--- src/rtl/etp_pkg.sv ---
// Purpose: Constants for the error, thermal and power-stable sideband block.
// Assumes: Bus clock of 10 MHz; all sideband pins are active low except power_stable, core_run and mc_seen.
// Notes: Operation list follows.
// Operation
// - Assert machine check on unrecoverable non-protocol error
// - Machine check line shared by all agents
// - Machine check conditions configurable, including disable
// - Internal error drives machine check when configured
// - Initiator asserts machine check on own error
// - Any observer of bus error asserts machine check
// - Thermal limit output when die too hot
// - Power stable may drop; rise only when stable
// - Internal fault held until reset; the code also clears it when power stable drops
// - Outputs released within two clocks of reset
package etp_pkg;
    localparam int unsigned CLK_HZ          = 10_000_000;
    localparam int unsigned RESET_CLR_CYCLES = 2;  // Outputs released within this many clocks
    localparam logic [1:0]  SYNC_RESET      = 2'h0;
    // Configuration bit positions of mc_config
    localparam int unsigned CFG_ENABLE      = 0;
    localparam int unsigned CFG_INTERNAL    = 1;
    localparam int unsigned CFG_INITIATOR   = 2;
    localparam int unsigned CFG_WIDTH       = 3;
endpackage : etp_pkg

--- src/rtl/etp_top.sv ---
// Purpose: Machine check, internal fault, thermal limit and power-stable gating.
// Assumes: Error and thermal event inputs come from same-clock logic.
// Notes: Open-drain pins exposed as in/out/enable triples.
`timescale 1ns/1ns
module etp_top
    import etp_pkg::*;
(
    input  wire logic                         sys_clk,
    input  wire logic                         reset_n,
    input  wire logic                         power_stable,
    input  wire logic [etp_pkg::CFG_WIDTH-1:0] mc_config,
    input  wire logic                         internal_err,
    input  wire logic                         initiator_err,
    input  wire logic                         observed_err,
    input  wire logic                         die_at_limit,
    input  wire logic                         machine_check_error_n_in,
    output logic                              machine_check_error_n_out,
    output logic                              machine_check_error_n_oe,
    output logic                              internal_fault_n,
    output logic                              thermal_limit_n,
    output logic                              core_run,
    output logic                              mc_seen
);
    import etp_pkg::*;

    typedef struct packed {
        logic [1:0] rst_sync;   // Reset pin synchroniser
        logic       mc_drive;
        logic       fault;
        logic       hot;
        logic       run;
        logic [1:0] mc_in_sync; // Shared line synchroniser
        logic       seen;
    } etp_state_s;

    etp_state_s st_q, st_d;
    logic       pwr_sync;
    logic       live;

    // Power stable is asynchronous, so it is synchronised before use
    etp_sync u_pwr_sync (
        .sys_clk  (sys_clk),
        .async_in (power_stable),
        .sync_out (pwr_sync)
    );

    // Logic runs only while reset is inactive and power is stable
    // A power drop at any time clears the drive, fault, thermal and run flops, but not the synchronisers or mc_seen as the reset pin does
    assign live = st_q.rst_sync[1] & pwr_sync;

    always_comb begin
        st_d = st_q;
        st_d.rst_sync   = {st_q.rst_sync[0], 1'b1};
        st_d.mc_in_sync = {st_q.mc_in_sync[0], ~machine_check_error_n_in};
        st_d.seen       = st_q.mc_in_sync[1];
        st_d.run        = live;
        if (!live) begin
            // Outputs released within two clocks of reset seen
            st_d.mc_drive = 1'b0;
            st_d.fault    = 1'b0;
            st_d.hot      = 1'b0;
        end else begin
            // Internal fault is sticky until reset or a power drop
            if (internal_err) begin
                st_d.fault = 1'b1;
            end
            st_d.hot = die_at_limit;
            // Enable gates every machine check source
            if (mc_config[CFG_ENABLE]) begin
                if (internal_err && mc_config[CFG_INTERNAL]) begin
                    st_d.mc_drive = 1'b1;
                end
                if (initiator_err && mc_config[CFG_INITIATOR]) begin
                    st_d.mc_drive = 1'b1;
                end
                if (observed_err) begin
                    st_d.mc_drive = 1'b1;
                end
            end
        end
    end

    // Synchronous reset loads constants; pin reset release passes two flops for clean timing
    always_ff @(posedge sys_clk) begin
        if (!reset_n) begin
            st_q <= '0;
            st_q.rst_sync   <= SYNC_RESET;
            st_q.mc_in_sync <= SYNC_RESET;
        end else begin
            st_q <= st_d;
        end
    end

    // Pins straight from flops, except machine_check_error_n_out, which is tied low; core_run and mc_seen are active high
    assign machine_check_error_n_out = 1'b0;
    assign machine_check_error_n_oe  = st_q.mc_drive;
    assign internal_fault_n          = ~st_q.fault;
    assign thermal_limit_n           = ~st_q.hot;
    assign core_run                  = st_q.run;
    assign mc_seen                   = st_q.seen;
endmodule : etp_top

--- src/rtl/etp_sync.sv ---
// Purpose: Two-flop synchroniser for asynchronous level inputs.
// Assumes: Input is a slow level; metastability settles within one clock.
// Notes: First stage is read only by the second stage.
`timescale 1ns/1ns
module etp_sync (
    input  wire logic sys_clk,
    input  wire logic async_in,
    output logic      sync_out
);
    logic meta_q;
    // Deliberately no reset: the power-stable path must work before reset releases
    always_ff @(posedge sys_clk) begin
        meta_q   <= async_in;
        sync_out <= meta_q;
    end
endmodule : etp_sync

--- config.mk ---
export PLATFORM = sky130hd
export DESIGN_NAME = etp_top
export DESIGN_NICKNAME = d
export VERILOG_FILES = /design/src/rtl/etp_pkg.sv /design/src/rtl/etp_top.sv /design/src/rtl/etp_sync.sv
export SDC_FILE = /design/constraint.sdc
export NUM_CORES = 1
export LEC_CHECK = 0
export CAP_MARGIN = 10
export CORE_AREA = 2 2 39 41
export DETAILED_ROUTE_END_ITERATION = 10
export DIE_AREA = 0 0 41 43
export DONT_BUFFER_PORTS = 1
export HOLD_SLACK_MARGIN = 0.05
export PLACE_DENSITY = 0.36
export SLEW_MARGIN = 20
export SYNTH_ARGS = -nofsm -noshare
export SYNTH_HDL_FRONTEND = slang
export SYNTH_SLANG_ARGS = --single-unit
--- constraint.sdc ---
create_clock -name sys_clk -period 0.8 [get_ports sys_clk]
set_input_delay 0.08 -clock sys_clk [delete_from_list [all_inputs] [get_ports sys_clk]]
set_output_delay 0.08 -clock sys_clk [all_outputs]
set_load 0.1 [all_outputs]
==> flow_summary_export.csv <==
group,metric,value,unit
run_status,status,"finished, violations left",
run_status,violations,"negative setup slack",
yosys,synthMuxAreaShare,0,
yosys,synth.distinct_cells,13,
yosys,syn_inst,28,
setup_path,critPathMaxStageDelay,350,ps
yosys,synth-adder-area-share,0,
sta,hold_slack,81.6,ps
route,via_count,236,
setup_path,end_kind,"output port",
yosys,synth-simple-area-share,0.186,
global_routing,grt_max_degree,7,
die,initial_core_util,0.233,
die,die-area,1760,um^2
route,ant_nets,0,
cts,cts_htree_levels,1,
die,core_area,1380,um^2
finish,final_nets,56,
sta,clock.fmax,1060,MHz
finish,antenna_cells,0,
sta,slew_viol_final,0,
placed_design,placed_area,439,um^2
setup_path,worstPathRequired,720,ps
sta,finalSetupViolations,5,
setup_path,slowest_stage,"dfxtp_2",
setup_path,r2r-start,"machine_check_error_n_oe$_SDFFE_PN0P_",
setup_path,crit_chain,"clkinvlp_4 > buf_12",
route,drt_iter0_drc,0,
power_and_ir_drop,p_int,0.817,mW
global_routing,grt_pass1_wl,793,um
finish,stdcell_area,566,um^2
yosys,synth_area_leaders,"dfxtp_1, and2_2, a211oi_2, nor2_1, nand3_2",
setup_path,critPathTopFamily,"flip-flops",
sta,hold_violations,0,
global_routing,gr-total-overflow,0,
setup_path,start_kind,"flop",
yosys,synthXorXnorAreaFrac,0,
die,rows,14,
finish,drive_gt1_frac,0.500,
yosys,synth-edff-count,0,
placed_design,placed_cells,48,
sta,rsz0062_at_grt,"true",
yosys,synth_top_family_by_area,"simple AND/OR/NAND/NOR gates",
placed_design,gp_congestion,0.499,
power_and_ir_drop,irDropWorstVdd,1.23,mV
yosys,yosysMostFrequentCell,"dfxtp_1",
setup_path,cp_max_fo,2,
power_and_ir_drop,clockPowerShare,0.325,
global_routing,grt_pass1_vias,247,
sta,setup_ws,-141,ps
global_routing,track_usage,0.0716,
power_and_ir_drop,p_per_area,1860,nW/um^2
power_and_ir_drop,switching_share,0.224,
route,drc,0,
yosys,synth-compound-area-share,0.0620,
cts,cts_max_path_buffers,2,
setup_path,critical_path_class,"reg2out",
finish,num-fill-cells,130,
finish,fin_cells,60,
sta,fin_crit,941,ps
yosys,syn-cell-area,323,um^2
route,via_per_inst,3.93,
power_and_ir_drop,p_switching,0.235,mW
cts,clk_latency,250,ps
power_and_ir_drop,power_frac_comb,0.129,
hold_path,holdCritStartpoint,"observed_err",
yosys,synthTopCellsByCount,"dfxtp_1, and2_2, nor2_1",
setup_path,setup.worst_path.start,"st_q[5]$_SDFFE_PN0P_",
finish,syn2layout_area_growth,75.2,%
die,fp.dieH,43,um
cts,tritoncts,"yes",
flow_run,drv_cap,0,
global_routing,antenna_found_initial,0,
sta,fin_skew,1.68,ps
setup_path,cp_num_buf_inv,2,
placed_design,io_buffers,0,
setup_path,crit_arrival,860,ps
die,die_width,41,um
die,io_pins,17,
power_and_ir_drop,power_frac_seq,0.546,
sta,fin_crit_sh,1.18,
yosys,yosysTopAreaCellShare,0.682,
cts,cts_sinks,11,
yosys,async_flop_share,0,
cts,cts_buffers,3,
yosys,synth_area_leader_cell,"dfxtp_1",
route,wl,476,um
cts,path_clk_slew,60,ps
route,dr.pass1.iters,1,
yosys,synth_ff_type,"dfxtp_1",
yosys,yosysWarningCount,0,
yosys,syn_nets,39,
yosys,ys_seq_elements,11,
cts,cts_root_buf,"clkbuf_4",
yosys,synth_seq_area_share,0.682,
hold_path,hold_class,"in2reg",
power_and_ir_drop,power.leakage,0.236,nW
yosys,synth.avg_cell_area,11.5,um^2
route,wire_per_inst,7.93,um
[flip-flops by register name (all words and copies together), names as in the netlist]
signal	count
st_d	3
st_q	3
core_run	1
machine_check_error_n_oe	1
mc_seen	1
u_pwr_sync.meta_q	1
u_pwr_sync.sync_out	1
[power by group through the flow]
| stage | Combinational [mW] | Clock [mW] | Sequential, mW |
|---|---|---|---|
| after global routing | 0.144 | 0.385 | 0.576 |
| after floorplan | 0.0556 | 0 | 0.609 |
| final | 0.136 | 0.342 | 0.575 |
| after global placement | 0.0985 | 0 | 0.586 |
| after detailed placement | 0.0991 | 0 | 0.587 |
| after CTS | 0.135 | 0.367 | 0.575 |
[layer usage]
| layer | GRT usage | routed length (um) | up-vias |
|---|---|---|---|
| met3 | 0.0785 | 53 | 0 |
| li1 | - | - | 116 |
| met5 | 0 | 0 | - |
| met1 | 0.0425 | 149 | 109 |
| met2 | 0.125 | 273 | 11 |
| met4 | 0.0200 | 0 | 0 |
[cell families (layout without fill, tap and decap cells)]
kind of cell | count (synthesis) | count (layout)
and+or+nand+nor | 10 | 10
buffers and inverters | 4 | 20
DFF | 11 | 11
other | 1 | 1
AOI/OAI and AO/OA | 2 | 2
[layout by cell type (no fill, tap or decap), types with 2 or more instances in the layout]
| cell type | n |
|---|---|
| a211oi_2 | 2 |
| and2_2 | 3 |
| buf_12 | 5 |
| clkbuf_4 | 3 |
| clkinvlp_4 | 2 |
| dfxtp_1 | 6 |
| dfxtp_2 | 4 |
| dlygate4sd3_1 | 7 |
| nor2_1 | 3 |
[through the flow]
stage,utilization,setup WS (ps),setup TNS [ps],total power [mW]
5_1_grt,0.409,-172,-550,1.10
6_report,0.409,-141,-418,1.05
3_3_place_gp,0.317,35.3,0,0.685
4_1_cts,0.403,-159,-620,1.08
2_1_floorplan,-,-92.4,-102,0.665
3_5_place_dp,0.317,32.8,0,0.686
[final cells by class]
| type | count | area (um^2) | share of cell area |
|---|---|---|---|
| Sequential cell | 11 | 229 | 0.405 |
| Timing Repair Buffer | 13 | 183 | 0.323 |
| Multi-Input combinational cell | 13 | 88.8 | 0.157 |
| Clock buffer | 4 | 26.3 | 0.0465 |
| Tap cell | 16 | 20.0 | 0.0354 |
| Inverter | 3 | 18.8 | 0.0332 |
[worst paths after layout]
kind / end / slack, ps / cells past startpoint
setup / recovery: internal_fault_n / -140 / 2
setup reg to reg: machine_check_error_n_oe$_SDFFE_PN0P_ / 90 / 2
hold / removal: machine_check_error_n_oe$_SDFFE_PN0P_ / 80 / 2
hold reg to reg: u_pwr_sync.sync_out$_DFF_P_ / 330 / 0
[what timing repair did]
item / in CTS / in global routing
setup endpoints to repair: 5 / 7
endpoints found under the hold margin: 10 / 0
hold buffers: 8 / 0
resized for setup: 3 / 2
setup buffers: 0 / 0
No activity file was read; power rests on OpenSTA's default activity.
